**src/rtl/otw_pkg.sv**
```systemverilog
// Package: constants, commands and carriers for the oscillator two-wire command slave
package otw_pkg;

    // Command codes that select a register
    localparam logic [7:0] CMD_DIVIDER     = 8'h5D;
    localparam logic [7:0] CMD_CONTROL     = 8'h60;
    localparam logic [7:0] CMD_TEMPERATURE = 8'h64;
    localparam logic [7:0] CMD_TRIM        = 8'h66;

    // Reset values of the writable registers
    localparam logic [7:0] DIVIDER_RESET   = 8'h00;
    localparam logic [7:0] CONTROL_RESET   = 8'h00;
    localparam logic [7:0] TRIM_RESET      = 8'h00;

    // Slave address upper six bits; arbitrary value, the strap supplies bit 0
    localparam logic [5:0] ADDR_UPPER      = 6'h24;

    // Field layout of the temperature word
    localparam int TEMP_WIDTH      = 16;
    localparam int TEMP_RESULT_BITS = 10;
    localparam int TEMP_FRAC_LSB   = 6;

    // Bit rate limits served by the sampler
    localparam int CLK_HZ          = 125_000_000;
    localparam int FAST_MODE_HZ    = 400_000;
    localparam int STD_MODE_HZ     = 100_000;
    // Least clock-high time, 600 ns in fast mode, in system cycles (round down)
    localparam int SCL_HIGH_MIN_NS = 600;
    localparam int SCL_HIGH_CYC    = (SCL_HIGH_MIN_NS * (CLK_HZ / 1_000_000)) / 1000;

    // Register set as seen by the oscillator core
    typedef struct packed {
        logic [7:0] divider;
        logic [7:0] control;
        logic [7:0] trim;
    } otw_regs_t;

    // Bus events from the bus condition detector
    typedef struct packed {
        logic start;
        logic stop;
        logic scl_rise;
        logic scl_fall;
        logic sda;
    } otw_bus_ev_t;

    // Protocol states
    typedef enum logic [2:0] {
        ST_IDLE  = 3'b000,
        ST_ADDR  = 3'b001,
        ST_CMD   = 3'b010,
        ST_WDATA = 3'b011,
        ST_RDATA = 3'b100,
        ST_ACK   = 3'b101,
        ST_MACK  = 3'b110,
        ST_WAIT  = 3'b111
    } otw_state_t;

endpackage : otw_pkg

```
**src/rtl/otw_slave.sv**
```systemverilog
// Two-wire command slave for the oscillator: address, command and register access
module otw_slave
    import otw_pkg::*;
#(
    parameter int TEMP_BITS = TEMP_RESULT_BITS
) (
    input  wire logic              ref_clk,
    input  wire logic              reset_n,
    input  wire logic              scl_in,
    input  wire logic              sda_in,
    output logic                   sda_out,
    output logic                   sda_oe,
    output logic                   scl_out,
    output logic                   scl_oe,
    input  wire logic              address_strap_pin,
    input  wire logic [TEMP_BITS-1:0] temp_result,
    input  wire logic              temp_valid,
    output otw_pkg::otw_regs_t     regs
);
    // Refuse parameter values the datapath cannot serve
    if (TEMP_BITS != TEMP_RESULT_BITS) begin : g_bad_temp_bits
        $error("otw_slave: only a 10-bit temperature result is served");
    end
    if (SCL_HIGH_CYC < 8) begin : g_slow_clock
        $error("otw_slave: system clock too slow for fast-mode sampling");
    end

    logic        scl_level;
    logic        sda_level;
    otw_bus_ev_t ev;

    // Lines cross into ref_clk through three stages each
    otw_line_sync #(.RESET_LEVEL(1'b1)) u_scl_sync (
        .ref_clk    (ref_clk),
        .reset_n    (reset_n),
        .line_in    (scl_in),
        .line_level (scl_level)
    );
    otw_line_sync #(.RESET_LEVEL(1'b1)) u_sda_sync (
        .ref_clk    (ref_clk),
        .reset_n    (reset_n),
        .line_in    (sda_in),
        .line_level (sda_level)
    );
    otw_edge_detect u_edges (
        .ref_clk   (ref_clk),
        .reset_n   (reset_n),
        .scl_level (scl_level),
        .sda_level (sda_level),
        .bus_ev    (ev)
    );

    // Clock line is never driven by the slave
    assign scl_out = 1'b1;
    assign scl_oe  = 1'b0;

    // Strap is a pin like the bus wires, so it gets the same filter
    logic                  strap_level;
    logic [TEMP_WIDTH-1:0] temp_q;
    logic [TEMP_WIDTH-1:0] temp_d;

    otw_line_sync #(.RESET_LEVEL(1'b0)) u_strap_sync (
        .ref_clk    (ref_clk),
        .reset_n    (reset_n),
        .line_in    (address_strap_pin),
        .line_level (strap_level)
    );

    // Latest completed conversion, left-aligned with zero tail
    always_comb begin
        temp_d  = temp_q;
        if (temp_valid) begin
            temp_d = {temp_result, {TEMP_FRAC_LSB{1'b0}}};
        end
    end

    always_ff @(posedge ref_clk) begin
        if (!reset_n) begin
            temp_q  <= '0;
        end else begin
            temp_q  <= temp_d;
        end
    end

    otw_state_t state_q;
    otw_state_t state_d;
    otw_state_t after_ack_q;
    otw_state_t after_ack_d;
    logic [7:0] shift_q;
    logic [7:0] shift_d;
    logic [3:0] bit_cnt_q;
    logic [3:0] bit_cnt_d;
    logic [7:0] cmd_q;
    logic [7:0] cmd_d;
    logic       cmd_ok_q;
    logic       cmd_ok_d;
    logic       read_lsb_q;
    logic       read_lsb_d;
    logic       drive_low_q;
    logic       drive_low_d;
    logic       ack_is_ours_q;
    logic       ack_is_ours_d;
    logic [7:0] temp_lsb_q;
    logic [7:0] temp_lsb_d;
    otw_regs_t  regs_q;
    otw_regs_t  regs_d;
    logic [7:0] rd_byte;

    // Byte to send for the selected command; no pointer advance
    always_comb begin
        case (cmd_q)
            CMD_DIVIDER:     rd_byte = regs_q.divider;
            CMD_CONTROL:     rd_byte = regs_q.control;
            CMD_TRIM:        rd_byte = regs_q.trim;
            CMD_TEMPERATURE: rd_byte = read_lsb_q ? temp_lsb_q : temp_q[15:8];
            default:         rd_byte = 8'hFF;
        endcase
    end

    // Protocol engine: samples on clock rise, shifts on clock fall
    always_comb begin
        state_d       = state_q;
        after_ack_d   = after_ack_q;
        shift_d       = shift_q;
        bit_cnt_d     = bit_cnt_q;
        cmd_d         = cmd_q;
        cmd_ok_d      = cmd_ok_q;
        read_lsb_d    = read_lsb_q;
        drive_low_d   = drive_low_q;
        ack_is_ours_d = ack_is_ours_q;
        temp_lsb_d    = temp_lsb_q;
        regs_d        = regs_q;
        if (ev.start) begin
            // START or repeated START restarts address phase
            state_d     = ST_ADDR;
            bit_cnt_d   = 4'h0;
            drive_low_d = 1'b0;
        end else if (ev.stop) begin
            // STOP returns to idle
            state_d     = ST_IDLE;
            drive_low_d = 1'b0;
        end else begin
            case (state_q)
                ST_IDLE, ST_WAIT: begin
                    drive_low_d = 1'b0;
                end
                ST_ADDR, ST_CMD, ST_WDATA: begin
                    // Receive eight bits MSB first
                    if (ev.scl_rise) begin
                        shift_d   = {shift_q[6:0], ev.sda};
                        bit_cnt_d = bit_cnt_q + 4'h1;
                    end else if (ev.scl_fall && bit_cnt_q == 4'h8) begin
                        bit_cnt_d   = 4'h0;
                        state_d     = ST_ACK;
                        drive_low_d = 1'b1;
                        ack_is_ours_d = 1'b1;
                        if (state_q == ST_ADDR) begin
                            // Address plus direction, bit 0 from strap
                            if (shift_q[7:1] == {ADDR_UPPER, strap_level}) begin
                                if (shift_q[0]) begin
                                    after_ack_d = ST_RDATA;
                                    read_lsb_d  = 1'b0;
                                end else begin
                                    after_ack_d = ST_CMD;
                                end
                            end else begin
                                // Foreign address: no acknowledge
                                drive_low_d = 1'b0;
                                state_d     = ST_WAIT;
                            end
                        end else if (state_q == ST_CMD) begin
                            // Fresh command; unknown codes are taken but inert
                            cmd_d       = shift_q;
                            cmd_ok_d    = (shift_q == CMD_DIVIDER) || (shift_q == CMD_CONTROL)
                                       || (shift_q == CMD_TEMPERATURE) || (shift_q == CMD_TRIM);
                            after_ack_d = ST_WDATA;
                        end else begin
                            // Every data byte writes the commanded divider, control or trim register again
                            if (cmd_ok_q) begin
                                case (cmd_q)
                                    CMD_DIVIDER: regs_d.divider = shift_q;
                                    CMD_CONTROL: regs_d.control = shift_q;
                                    CMD_TRIM:    regs_d.trim    = shift_q;
                                    default:     regs_d         = regs_q;
                                endcase
                            end
                            // Later bytes still acknowledged
                            after_ack_d = ST_WDATA;
                        end
                    end
                end
                ST_ACK: begin
                    // Hold low across the whole ninth clock high
                    if (ev.scl_fall) begin
                        state_d     = after_ack_q;
                        bit_cnt_d   = 4'h0;
                        drive_low_d = 1'b0;
                        if (after_ack_q == ST_RDATA) begin
                            shift_d     = rd_byte;
                            drive_low_d = ~rd_byte[7];
                            // Freeze low byte with high byte: no torn word
                            temp_lsb_d  = temp_q[7:0];
                        end
                    end
                end
                ST_RDATA: begin
                    // Shift out MSB first on clock falls
                    if (ev.scl_fall) begin
                        bit_cnt_d = bit_cnt_q + 4'h1;
                        if (bit_cnt_q == 4'h7) begin
                            state_d     = ST_MACK;
                            drive_low_d = 1'b0;
                        end else begin
                            shift_d     = {shift_q[6:0], 1'b1};
                            drive_low_d = ~shift_q[6];
                        end
                    end
                end
                ST_MACK: begin
                    // Master answer: ACK continues, NACK releases line
                    if (ev.scl_rise) begin
                        ack_is_ours_d = ~ev.sda;
                    end else if (ev.scl_fall) begin
                        bit_cnt_d = 4'h0;
                        if (ack_is_ours_q) begin
                            // Second temperature byte if asked for
                            read_lsb_d  = 1'b1;
                            state_d     = ST_RDATA;
                            shift_d     = (cmd_q == CMD_TEMPERATURE) ? temp_lsb_q : rd_byte;
                            drive_low_d = (cmd_q == CMD_TEMPERATURE) ? ~temp_lsb_q[7] : ~rd_byte[7];
                        end else begin
                            state_d     = ST_WAIT;
                            drive_low_d = 1'b0;
                        end
                    end
                end
                default: begin
                    state_d     = ST_IDLE;
                    drive_low_d = 1'b0;
                end
            endcase
        end
    end

    // Protocol state registers
    always_ff @(posedge ref_clk) begin
        if (!reset_n) begin
            state_q       <= ST_IDLE;
            after_ack_q   <= ST_IDLE;
            shift_q       <= 8'h00;
            bit_cnt_q     <= 4'h0;
            cmd_q         <= 8'h00;
            cmd_ok_q      <= 1'b0;
            read_lsb_q    <= 1'b0;
            drive_low_q   <= 1'b0;
            ack_is_ours_q <= 1'b0;
            temp_lsb_q    <= 8'h00;
            regs_q        <= '{divider: DIVIDER_RESET, control: CONTROL_RESET, trim: TRIM_RESET};
        end else begin
            state_q       <= state_d;
            after_ack_q   <= after_ack_d;
            shift_q       <= shift_d;
            bit_cnt_q     <= bit_cnt_d;
            cmd_q         <= cmd_d;
            cmd_ok_q      <= cmd_ok_d;
            read_lsb_q    <= read_lsb_d;
            drive_low_q   <= drive_low_d;
            ack_is_ours_q <= ack_is_ours_d;
            temp_lsb_q    <= temp_lsb_d;
            regs_q        <= regs_d;
        end
    end

    // Open drain: only ever pull low; sampling margin covers 400 kHz
    assign sda_out = 1'b0;
    assign sda_oe  = drive_low_q;
    // Fields leave undecoded; the oscillator core gives them meaning
    assign regs    = regs_q;
endmodule : otw_slave

```
**src/rtl/otw_line_sync.sv**
```systemverilog
// Three-stage line sampler for one bus wire
module otw_line_sync #(
    parameter logic RESET_LEVEL = 1'b1
) (
    input  wire logic ref_clk,
    input  wire logic reset_n,
    input  wire logic line_in,
    output logic      line_level
);
    logic [2:0] shift_q;
    logic [2:0] shift_d;
    logic       level_q;
    logic       level_d;

    // Only the second and third stages are compared; the first is metastable
    always_comb begin
        shift_d = {shift_q[1:0], line_in};
        level_d = (shift_q[1] == shift_q[2]) ? shift_q[2] : level_q;
    end

    always_ff @(posedge ref_clk) begin
        if (!reset_n) begin
            shift_q <= {3{RESET_LEVEL}};
            level_q <= RESET_LEVEL;
        end else begin
            shift_q <= shift_d;
            level_q <= level_d;
        end
    end

    assign line_level = level_q;
endmodule : otw_line_sync

```
**src/rtl/otw_edge_detect.sv**
```systemverilog
// Bus condition detector: START, STOP and clock edges from filtered levels
module otw_edge_detect
    import otw_pkg::*;
(
    input  wire logic        ref_clk,
    input  wire logic        reset_n,
    input  wire logic        scl_level,
    input  wire logic        sda_level,
    output otw_pkg::otw_bus_ev_t bus_ev
);
    logic scl_q;
    logic sda_q;

    always_ff @(posedge ref_clk) begin
        if (!reset_n) begin
            scl_q <= 1'b1;
            sda_q <= 1'b1;
        end else begin
            scl_q <= scl_level;
            sda_q <= sda_level;
        end
    end

    // Data moving while clock is high is a bus condition
    always_comb begin
        bus_ev.start    = scl_q & scl_level & sda_q & ~sda_level;
        bus_ev.stop     = scl_q & scl_level & ~sda_q & sda_level;
        bus_ev.scl_rise = ~scl_q & scl_level;
        bus_ev.scl_fall = scl_q & ~scl_level;
        bus_ev.sda      = sda_level;
    end
endmodule : otw_edge_detect

```
**config.mk**
```make
export PLATFORM = sky130hd
export DESIGN_NAME = otw_slave
export DESIGN_NICKNAME = d
export VERILOG_FILES = /design/src/rtl/otw_pkg.sv /design/src/rtl/otw_slave.sv /design/src/rtl/otw_line_sync.sv /design/src/rtl/otw_edge_detect.sv
export SDC_FILE = /design/constraint.sdc
export NUM_CORES = 1
export LEC_CHECK = 0
export ABC_CLOCK_PERIOD_IN_PS = 5200
export BUFFER_PORTS_ARGS = -buffer_cell sky130_fd_sc_hd__clkbuf_2
export CAP_MARGIN = 20
export CORE_ASPECT_RATIO = 0.5
export CORE_MARGIN = 5
export CORE_UTILIZATION = 60
export CTS_CLUSTER_DIAMETER = 100
export DETAILED_ROUTE_END_ITERATION = 10
export PLACE_DENSITY_LB_ADDON = 0.15
export SLEW_MARGIN = 10
export SYNTH_ARGS = -nofsm -noshare
export SYNTH_HDL_FRONTEND = slang
export SYNTH_SLANG_ARGS = --single-unit
```
**constraint.sdc**
```tcl
create_clock -name ref_clk -period 5.2 [get_ports ref_clk]
set_clock_uncertainty 0.15 [all_clocks]
set_input_delay 0.52 -clock ref_clk [delete_from_list [all_inputs] [get_ports ref_clk]]
set_output_delay 0.52 -clock ref_clk [all_outputs]
set_load 0.1 [all_outputs]
```
==> insert_results.sql, run 1 <==
INSERT INTO impl_metrics (metric_group, metric, value, unit) VALUES
('grt', 'grt_antenna_before_repair', '0', ''),
('route', 'detail_route.iter0.violations', '399', ''),
('floorplan', 'dieWidth', '125', 'um'),
('logic_synthesis', 'post-synth-top-area-fraction', '40.7', '%'),
('floorplan', 'die_h', '67.3', 'um'),
('layout', 'n_antenna_cell', '0', ''),
('logic_synthesis', 'synthTopCellsByArea', 'dfxtp_1, mux2i_1, nor2_1, a21oi_1, o21ai_0', ''),
('clocking', 'ctsLongestPathBuffers', '2', ''),
('sta', 'final-hold-violation-count', '0', ''),
('setup_path', 'critical_path.startpoint_type', 'flip-flop', ''),
('logic_synthesis', 'synth-seq-cells', '80', ''),
('grt', 'grt_pass1_wl', '17000', 'um'),
('route', 'route.vias.total', '3570', ''),
('clocking', 'tritoncts', 'done', ''),
('place', 'place.gp.congestion', '0.911', ''),
('sta', 'setup-tns-final', '0', 'ns'),
('clocking', 'cts_root_buf', 'clkbuf_16', ''),
('route', 'detail_route.wl_per_cell', '16.9', 'um'),
('power_and_ir_drop', 'share_seq_of_total_power', '49.5', '%'),
('power_and_ir_drop', 'pwr_density_cell', '288', 'nW/um^2'),
('logic_synthesis', 'synth_cells', '484', ''),
('sta', 'worstMarginPinSlew', '1.03', 'ns'),
('grt', 'grt_pass1_vias', '3310', ''),
('sta', 'period_share', '56.4', '%'),
('clocking', 'htreeDepth', '3', ''),
('layout', 'count_of_nets_after_finishing', '518', ''),
('sta', 'finalSetupViolCount', '0', ''),
('logic_synthesis', 'ys_async_sr_fraction', '0', '%'),
('floorplan', 'effective_utilization_at_floorplan', '63.4', '%'),
('floorplan', 'fp.coreArea', '6210', 'um^2'),
('power_and_ir_drop', 'static-leakage-power', '1.62', 'nW'),
('logic_synthesis', 'syn-mean-instance-area', '8.14', 'um^2'),
('sta', 'unrepaired_setup_endpoints_after_global_routing', 'false', ''),
('setup_path', 'required_time_worst_endpoint', '5.26', 'ns'),
('sta', 'timing.max_slew.rel_slack', '31.1', '%'),
('route', 'post-route-drc-count', '0', ''),
('floorplan', 'floorplan.die_area', '8380', 'um^2'),
('route', 'via_per_inst', '6.02', ''),
('logic_synthesis', 'netlist.top_cell.by_area', 'dfxtp_1', ''),
('layout', 'layout_common_cells', 'dfxtp_1, nor2_1, nand2_1, clkbuf_2', ''),
('power_and_ir_drop', 'power.share.switching', '22.5', '%'),
('power_and_ir_drop', 'pwr-share-clk', '47.3', '%'),
('logic_synthesis', 'synth_edf_count', '0', ''),
('clocking', 'cts-buffers-inserted', '9', ''),
('power_and_ir_drop', 'switchingPower', '0.284', 'mW'),
('min_path', 'worst_hold_startpoint', 'scl_in', ''),
('clocking', 'post_cts_hold_buffer_count', '0', ''),
('logic_synthesis', 'synth_sequential_area_ratio', '40.7', '%'),
('sta', 'timing.final.crit_period', '2.94', 'ns'),
('grt', 'grt_start_max_net_pins', '53', ''),
('setup_path', 'ff2ff_path_depth', '5', ''),
('power_and_ir_drop', 'vdd.ir_drop.worst', '0.188', 'mV'),
('clocking', 'cts.clk_slew.worst_paths', '0.06', 'ns'),
('power_and_ir_drop', 'power.share.combinational', '3.2', '%'),
('outcome', 'status', 'completed', ''),
('clocking', 'clk_latency', '0.34', 'ns'),
('setup_path', 'critical_path_class', 'flip-flop to flip-flop', ''),
('route', 'drtAntennaViolNets', '0', ''),
('setup_path', 'reg2reg_to', 'regs[9]', ''),
('grt', 'overflow', '0', ''),
('clocking', 'post_cts_resize_count', '0', ''),
('layout', 'filler_cells', '546', ''),
('logic_synthesis', 'post_synth_num_cell_types', '66', ''),
('clocking', 'cts_sinks', '80', ''),
('setup_path', 'critical_path.max_fanout', '21', ''),
('sta', 'max_slew_violation_total_from_the_final_report', '0', ''),
('power_and_ir_drop', 'cell_internal_pwr', '0.981', 'mW'),
('setup_path', 'regToRegSetupSlack', '2.26', 'ns'),
('clocking', 'post-cts-setup-buffer-count', '0', ''),
('min_path', 'holdPathStages', '2', ''),
('layout', 'post_route_cells_drive_above_1_share', '13.7', '%');
-- metal layers --
| layer | up-vias | track usage, % | share of wire (%) |
|---|---|---|---|
| met5 | - | 0 | 0 |
| li1 | 1723 | - | - |
| met2 | 184 | 40.3 | 41 |
| met3 | 17 | 6.08 | 10 |
| met4 | 0 | 8.06 | 1.3 |
| met1 | 1646 | 35.4 | 47 |
-- worst max path at each step --
stage | start | end | slack [ns] | depth (start not counted)
2_1_floorplan | cmd_q[0] | regs[14] | 2.95 | 6
3_3_place_gp | cmd_q[3] | regs[3] | 2.38 | 6
3_5_place_dp | state_q[1] | regs[9] | 2.29 | 5
4_1_cts | state_q[1] | regs[9] | 2.28 | 5
5_1_grt | state_q[1] | regs[11] | 2.00 | 5
6_report | state_q[1] | regs[9] | 2.26 | 5
-- stage by stage --
| step | instance area [um^2] | utilization [%] | power [mW] | hold WS (ns) |
|---|---|---|---|---|
| after global routing | 4390 | 70.7 | 1.31 | 0.225 |
| final | 4390 | 70.7 | 1.27 | 0.211 |
| after floorplan | 3940 | - | 0.670 | 0.236 |
| after global placement | 4100 | 66.1 | 0.680 | 0.244 |
| after CTS | 4390 | 70.7 | 1.27 | 0.205 |
| after detailed placement | 4100 | 66.1 | 0.680 | 0.245 |
-- synthesized netlist by cell type (all sizes together) (3+ instances only) --
cell type,instances
a21boi,5
nor2,61
or3,4
nor2b,9
a22oi,4
dfxtp,80
nor4,4
o2bb2ai,4
inv,11
nand2b,9
nand4,6
nand3,9
nor3b,3
mux2i,36
buf,8
o21ai,39
a21o,3
clkbuf,29
nor3,8
or2,4
and2,3
nand2,52
xor2,3
o22ai,5
a21oi,39
-- cell families after synthesis --
logic type               count (synthesis)  share of synthesized area (%)
buffers and inverters                   49                           5.08
adder cells (fa/ha/maj)                  2                          0.635
flip-flops                              80                           40.7
AO/OA/AOI/OAI                          124                           19.3
XOR/XNOR                                 5                           1.11
other                                    2                          0.191
AND/OR/NAND/NOR                        185                           23.6
multiplexers                            37                           9.44
-- final cells by class --
type / instances / area [um^2] / share of cell area, %
multi-input combinational: 356 / 2140 / 48.8
sequential: 80 / 1600 / 36.5
clock buffer: 11 / 253 / 5.76
timing repair buffer: 41 / 208 / 4.73
tap: 88 / 110 / 2.51
inverter: 12 / 45.0 / 1.03
clock inverter: 5 / 31.3 / 0.713
-- power groups by stage --
stage | clock [mW] | combinational [mW] | sequential [mW]
after global routing | 0.635 | 0.0456 | 0.626
final | 0.599 | 0.0409 | 0.626
after CTS | 0.606 | 0.0411 | 0.626
after global placement | 0 | 0.0403 | 0.639
after floorplan | 0 | 0.0335 | 0.637
after detailed placement | 0 | 0.0409 | 0.639
-- worst max-delay path, cell delays in order, from the launching register on --
cell and delay (ns):
dfxtp_1 0.72, nand4_1 0.51, or2_2 0.53, nor4_4 0.55
mux2i_1 0.27, nor2_1 0.06
-- registers in the layout (all words and copies together), names as in the netlist, 4 cells and up --
name	flops
regs	24
bit_cnt_q	4
cmd_q	8
temp_q	10
shift_q	8
Power figures use the tool's default switching activity.
==> run 2: changes to the inputs <==
Settings changed: ABC_CLOCK_PERIOD_IN_PS 5200 to 2600, CORE_UTILIZATION 60 to 53.
Clock period 5.2 ns to 2.6 ns, I/O delays scaled along.
==> run 2 against run 1 <==
Against the previous run:
- core utilization fell by 6.8 points
- register-to-register slack got worse by 2.1 ns
- via count rose by 3.1%
- clock-buffer cell count rose by 2
- critical path type unchanged
==> insert_results.sql, run 2 (synthesis results as in run 1) <==
INSERT INTO impl_metrics (metric_group, metric, value, unit) VALUES
('outcome', 'status', 'completed', ''),
('grt', 'grt_use_total', '23.4', '%'),
('grt', 'grt_pass1_wl', '17700', 'um'),
('clocking', 'clk_latency', '0.34', 'ns'),
('min_path', 'hp-class', 'input port to flip-flop', ''),
('route', 'via_per_inst', '5.85', ''),
('place', 'dpl_cell_area', '4310', 'um^2'),
('setup_path', 'critical_path.max_fanout', '6', ''),
('power_and_ir_drop', 'pwr_density_cell', '567', 'nW/um^2'),
('route', 'route.vias.total', '3681', ''),
('route', 'detail_route.iter0.violations', '295', ''),
('setup_path', 'data_arrival_time_of_the_worst_path', '2.49', 'ns'),
('layout', 'count_of_nets_after_finishing', '547', ''),
('floorplan', 'fp.coreArea', '7270', 'um^2'),
('sta', 'setup-tns-final', '0', 'ns'),
('layout', 'largest_register_ffs', '24', ''),
('floorplan', 'io-pin-count', '44', ''),
('layout', 'final_design_area_no_fill', '4650', 'um^2'),
('clocking', 'post-cts-setup-buffer-count', '0', ''),
('route', 'detail_route.wl_per_cell', '17.1', 'um'),
('flow_run', 'max_cap_violations', '0', ''),
('clocking', 'ctsLongestPathBuffers', '2', ''),
('place', 'post-place-ws', '0.227', 'ns'),
('floorplan', 'row_count', '22', ''),
('sta', 'max_slew_violation_total_from_the_final_report', '0', ''),
('sta', 'final-hold-violation-count', '0', ''),
('grt', 'grt_antenna_before_repair', '0', ''),
('route', 'post-route-drc-count', '0', ''),
('sta', 'timing.final.crit_period', '2.42', 'ns'),
('floorplan', 'effective_utilization_at_floorplan', '54.2', '%'),
('sta', 'period_share', '93.0', '%'),
('clocking', 'cts_root_buf', 'clkbuf_16', ''),
('place', 'place.gp.congestion', '0.927', ''),
('grt', 'grt_pass1_vias', '3442', ''),
('layout', 'final_common_cell', 'dfxtp_1', ''),
('clocking', 'tritoncts', 'done', ''),
('floorplan', 'die_h', '71.0', 'um'),
('grt', 'grt_start_max_net_pins', '54', ''),
('sta', 'finalSetupViolCount', '0', ''),
('floorplan', 'dieWidth', '132', 'um'),
('sta', 'maxClockFrequency', '0.414', 'GHz'),
('route', 'firstDrtPassIters', '5', ''),
('layout', 'layout_common_cells', 'dfxtp_1, nor2_1, nand2_1, clkbuf_2', ''),
('grt', 'overflow', '0', ''),
('place', 'buffer_ports.inserted', '40', ''),
('setup_path', 'required_time_worst_endpoint', '2.67', 'ns'),
('setup_path', 'critical_path.endpoint_type', 'flip-flop', ''),
('sta', 'worstMarginPinSlew', '0.706', 'ns'),
('layout', 'post_route_cells_drive_above_1_share', '17.4', '%'),
('clocking', 'htreeDepth', '3', ''),
('layout', 'multi_input_gate_area_in_the_final_layout', '2140', 'um^2'),
('clocking', 'cts.clk_slew.worst_paths', '0.06', 'ns'),
('floorplan', 'floorplan.die_area', '9360', 'um^2'),
('route', 'wl', '10700', 'um'),
('sta', 'fin_worst_setup_slack', '0.183', 'ns'),
('layout', 'filler_cells', '638', ''),
('clocking', 'cts-buffers-inserted', '9', ''),
('sta', 'timing.max_slew.rel_slack', '52.4', '%'),
('power_and_ir_drop', 'static-leakage-power', '1.77', 'nW'),
('route', 'drtAntennaViolNets', '0', ''),
('layout', 'syn2layout_area_growth', '18.0', '%'),
('layout', 'ff_latch_area', '1600', 'um^2'),
('sta', 'timing.hold.ws', '0.00942', 'ns'),
('place', 'dp.final_hpwl', '7710', 'um'),
('power_and_ir_drop', 'vdd.ir_drop.worst', '0.350', 'mV'),
('clocking', 'cts_sinks', '80', ''),
('setup_path', 'critical_path_class', 'flip-flop to flip-flop', ''),
('setup_path', 'critical_path.startpoint_type', 'flip-flop', ''),
('layout', 'finished_core_util', '63.9', '%'),
('layout', 'n_antenna_cell', '0', ''),
('sta', 'unrepaired_setup_endpoints_after_global_routing', 'false', '');
run 2: changes by cell type in the layout (fill, tap and decap cells not counted), sizes merged:
cell         previous run  this run
buf                     1        27
clkinv                  5         1
bufinv                  0         1
dlygate4sd3             0         3
clkbuf                 51        53
run 2: layout make-up:
class	instances	share of cell area, %
clock buffers	13	5.82
clock inverters	2	0.808
inverters	12	0.969
multi-input cells	356	46.0
flip-flops and latches	80	34.5
well taps	96	2.58
repair buffers	70	9.32
run 2: where the power goes:
group / total [mW] / internal (mW) / switching [mW]
combinational: 0.0908 / 0.0312 / 0.0596
clock: 1.29 / 0.817 / 0.476
sequential: 1.25 / 1.24 / 0.00921
run 2: through the flow:
step	std cells	total power [mW]
CTS	629	2.66
global placement	611	1.36
finish	629	2.63
global route	629	2.73
detailed placement	611	1.36
floorplan	485	1.34
run 2: metal layers:
layer	wire (um)	track usage [%]	part of all wire, %
met3	956	7.10	8.9
met2	4610	35.3	43
met5	0	0	0
met4	137	6.27	1.3
met1	5040	32.8	47
run 2: worst max-delay path: stages (launching register included):
cell	delay [ns]
dfxtp_1	0.31
or4b_4	0.55
or2_0	0.36
o311ai_0	0.48
nand3_1	0.14
a221o_1	0.30
run 2: path summary, 6_finish.rpt:
kind                            cells past startpoint  slack (ns)                   from                    end
worst max-delay path                                5        0.18               cmd_q[0]             shift_q[7]
worst max register to register                      5        0.18               cmd_q[0]             shift_q[7]
worst min-delay path                                3       0.009         temp_result[9]             temp_q[15]
worst min register to register                      1        0.26  u_scl_sync.shift_q[0]  u_scl_sync.shift_q[1]
run 2: timing repair:
| action | in CTS | in global routing |
|---|---|---|
| endpoints found under the hold margin | 3 | 0 |
| gates resized for setup | 0 | 0 |
| hold buffers | 3 | 0 |
==> run 3: changes to the inputs <==
Settings changed: RECOVER_POWER set to 100.
==> run 3 against run 2 <==
Against the previous run:
- cell count stayed put
- total power is essentially flat
- clock-buffer cell count did not move
- combinational power shrank 1%
- register-to-register slack worse by 0.02 ns
- critical path type unchanged
==> insert_results.sql, run 3 (synthesis results as in run 1) <==
INSERT INTO impl_metrics (metric_group, metric, value, unit) VALUES
('route', 'via_per_inst', '5.86', ''),
('place', 'buffer_ports.inserted', '40', ''),
('power_and_ir_drop', 'power.share.switching', '20.7', '%'),
('power_and_ir_drop', 'vdd.ir_drop.worst', '0.350', 'mV'),
('layout', 'n_antenna_cell', '0', ''),
('setup_path', 'critical_path.max_fanout', '6', ''),
('clocking', 'cts-buffers-inserted', '9', ''),
('route', 'post-route-drc-count', '0', ''),
('clocking', 'htreeDepth', '3', ''),
('power_and_ir_drop', 'cell_internal_pwr', '2.09', 'mW'),
('place', 'place.gp.congestion', '0.927', ''),
('sta', 'final-hold-violation-count', '0', ''),
('setup_path', 'critical_path.endpoint_type', 'flip-flop', ''),
('sta', 'timing.final.crit_period', '2.43', 'ns'),
('floorplan', 'io-pin-count', '44', ''),
('layout', 'syn2layout_area_growth', '16.5', '%'),
('floorplan', 'row_count', '22', ''),
('sta', 'max_slew_violation_total_from_the_final_report', '0', ''),
('floorplan', 'fp.coreArea', '7270', 'um^2'),
('layout', 'filler_cells', '659', ''),
('layout', 'final_common_cell', 'dfxtp_1', ''),
('sta', 'maxClockFrequency', '0.411', 'GHz'),
('sta', 'timing.max_slew.rel_slack', '21.3', '%'),
('grt', 'grt_pass1_wl', '17700', 'um'),
('place', 'post-place-ws', '0.227', 'ns'),
('place', 'dp.final_hpwl', '7710', 'um'),
('route', 'firstDrtPassIters', '5', ''),
('setup_path', 'critical_path.startpoint_type', 'flip-flop', ''),
('power_and_ir_drop', 'pwr_density_cell', '574', 'nW/um^2'),
('sta', 'period_share', '93.5', '%'),
('grt', 'grt_start_max_net_pins', '54', ''),
('power_and_ir_drop', 'power.share.combinational', '3.4', '%'),
('sta', 'setup-tns-final', '0', 'ns'),
('clocking', 'cts_sinks', '80', ''),
('flow_run', 'max_cap_violations', '0', ''),
('route', 'detail_route.wl_per_cell', '17.1', 'um'),
('grt', 'overflow', '0', ''),
('sta', 'unrepaired_setup_endpoints_after_global_routing', 'false', ''),
('layout', 'largest_register_ffs', '24', ''),
('grt', 'grt_pass1_vias', '3442', ''),
('place', 'place_inst', '611', ''),
('floorplan', 'dieWidth', '132', 'um'),
('grt', 'grt_use_total', '23.4', '%'),
('floorplan', 'effective_utilization_at_floorplan', '54.2', '%'),
('layout', 'fin_cells', '629', ''),
('setup_path', 'required_time_worst_endpoint', '2.67', 'ns'),
('clocking', 'post-cts-setup-buffer-count', '0', ''),
('layout', 'layout_common_cells', 'dfxtp_1, nor2_1, nand2_1, a21oi_1, o21ai_0', ''),
('power_and_ir_drop', 'pwr-share-clk', '49.1', '%'),
('layout', 'post_route_cells_drive_above_1_share', '11.4', '%'),
('clocking', 'ctsLongestPathBuffers', '2', ''),
('route', 'drtAntennaViolNets', '0', ''),
('route', 'wl', '10800', 'um'),
('route', 'route.vias.total', '3685', ''),
('sta', 'timing.hold.ws', '0.0101', 'ns'),
('power_and_ir_drop', 'switchingPower', '0.544', 'mW'),
('layout', 'count_of_nets_after_finishing', '547', ''),
('sta', 'fin_worst_setup_slack', '0.168', 'ns'),
('clocking', 'cts_root_buf', 'clkbuf_16', ''),
('min_path', 'hp-class', 'input port to flip-flop', ''),
('outcome', 'status', 'completed', ''),
('clocking', 'cts.clk_slew.worst_paths', '0.06', 'ns'),
('sta', 'worstMarginPinSlew', '1.19', 'ns'),
('clocking', 'tritoncts', 'done', ''),
('floorplan', 'floorplan.die_area', '9360', 'um^2'),
('route', 'detail_route.iter0.violations', '374', ''),
('floorplan', 'die_h', '71.0', 'um'),
('power_and_ir_drop', 'share_seq_of_total_power', '47.5', '%'),
('clocking', 'clk_latency', '0.33', 'ns'),
('clocking', 'post_cts_resize_count', '0', ''),
('power_and_ir_drop', 'p_total', '2.63', 'mW'),
('setup_path', 'data_arrival_time_of_the_worst_path', '2.50', 'ns'),
('grt', 'grt_antenna_before_repair', '0', ''),
('sta', 'finalSetupViolCount', '0', ''),
('setup_path', 'critical_path_class', 'flip-flop to flip-flop', ''),
('power_and_ir_drop', 'static-leakage-power', '1.66', 'nW');
-- run 3: cell count changes in the layout (fill, tap and decap cells not counted), sizes merged --
cell,before,now
buf,27,18
clkbuf,53,62
-- run 3: area by class of cell --
cell class              instances  area, um^2  area share, %
flip-flops and latches         80        1600           34.9
clock buffers                  13         270           5.89
inverters                      12        45.0          0.982
well taps                      96         120           2.62
repair buffers                 70         372           8.10
clock inverters                 2        37.5          0.819
multi-input cells             356        2140           46.7
-- run 3: worst paths after layout --
check                        start                    end  slack [ns]  cells past startpoint
max reg2reg               cmd_q[0]             shift_q[7]        0.17                      5
min reg2reg  u_scl_sync.shift_q[0]  u_scl_sync.shift_q[1]        0.25                      1
min                 temp_result[9]             temp_q[15]        0.01                      3
max                       cmd_q[0]             shift_q[7]        0.17                      5
-- run 3: what timing repair did --
item,CTS,global route
endpoints found under the hold margin,3,0
setup endpoints to repair,0,0
hold buffers,3,0
-- run 3: routing by layer --
| layer | part of all wire, % | track usage [%] | vias up |
|---|---|---|---|
| met4 | 1.3 | 6.27 | 0 |
| met2 | 43 | 35.3 | 158 |
| met3 | 8.4 | 7.10 | 17 |
| li1 | - | - | 1783 |
| met5 | 0 | 0 | - |
| met1 | 47 | 32.8 | 1727 |
-- run 3: power by group through the flow --
stage	registers, mW	logic [mW]	clock network, mW
floorplan	1.27	0.0670	0
global placement	1.28	0.0864	0
detailed placement	1.28	0.0869	0
CTS	1.25	0.0908	1.32
global route	1.25	0.0982	1.38
finish	1.25	0.0897	1.29
-- run 3: critical path, cell delays in order, from the launching register on --
cell and delay, ns:
dfxtp_1 0.31, or4b_4 0.55, or2_0 0.37, o311ai_0 0.49, nand3_1 0.14, a221o_1 0.30
-- run 3: through the flow --
step           instance area, um^2  util, %
3_5_place_dp                  4310     59.3
6_report                      4590     63.1
2_1_floorplan                 3940        -
4_1_cts                       4650     63.9
5_1_grt                       4590     63.1
3_3_place_gp                  4310     59.3
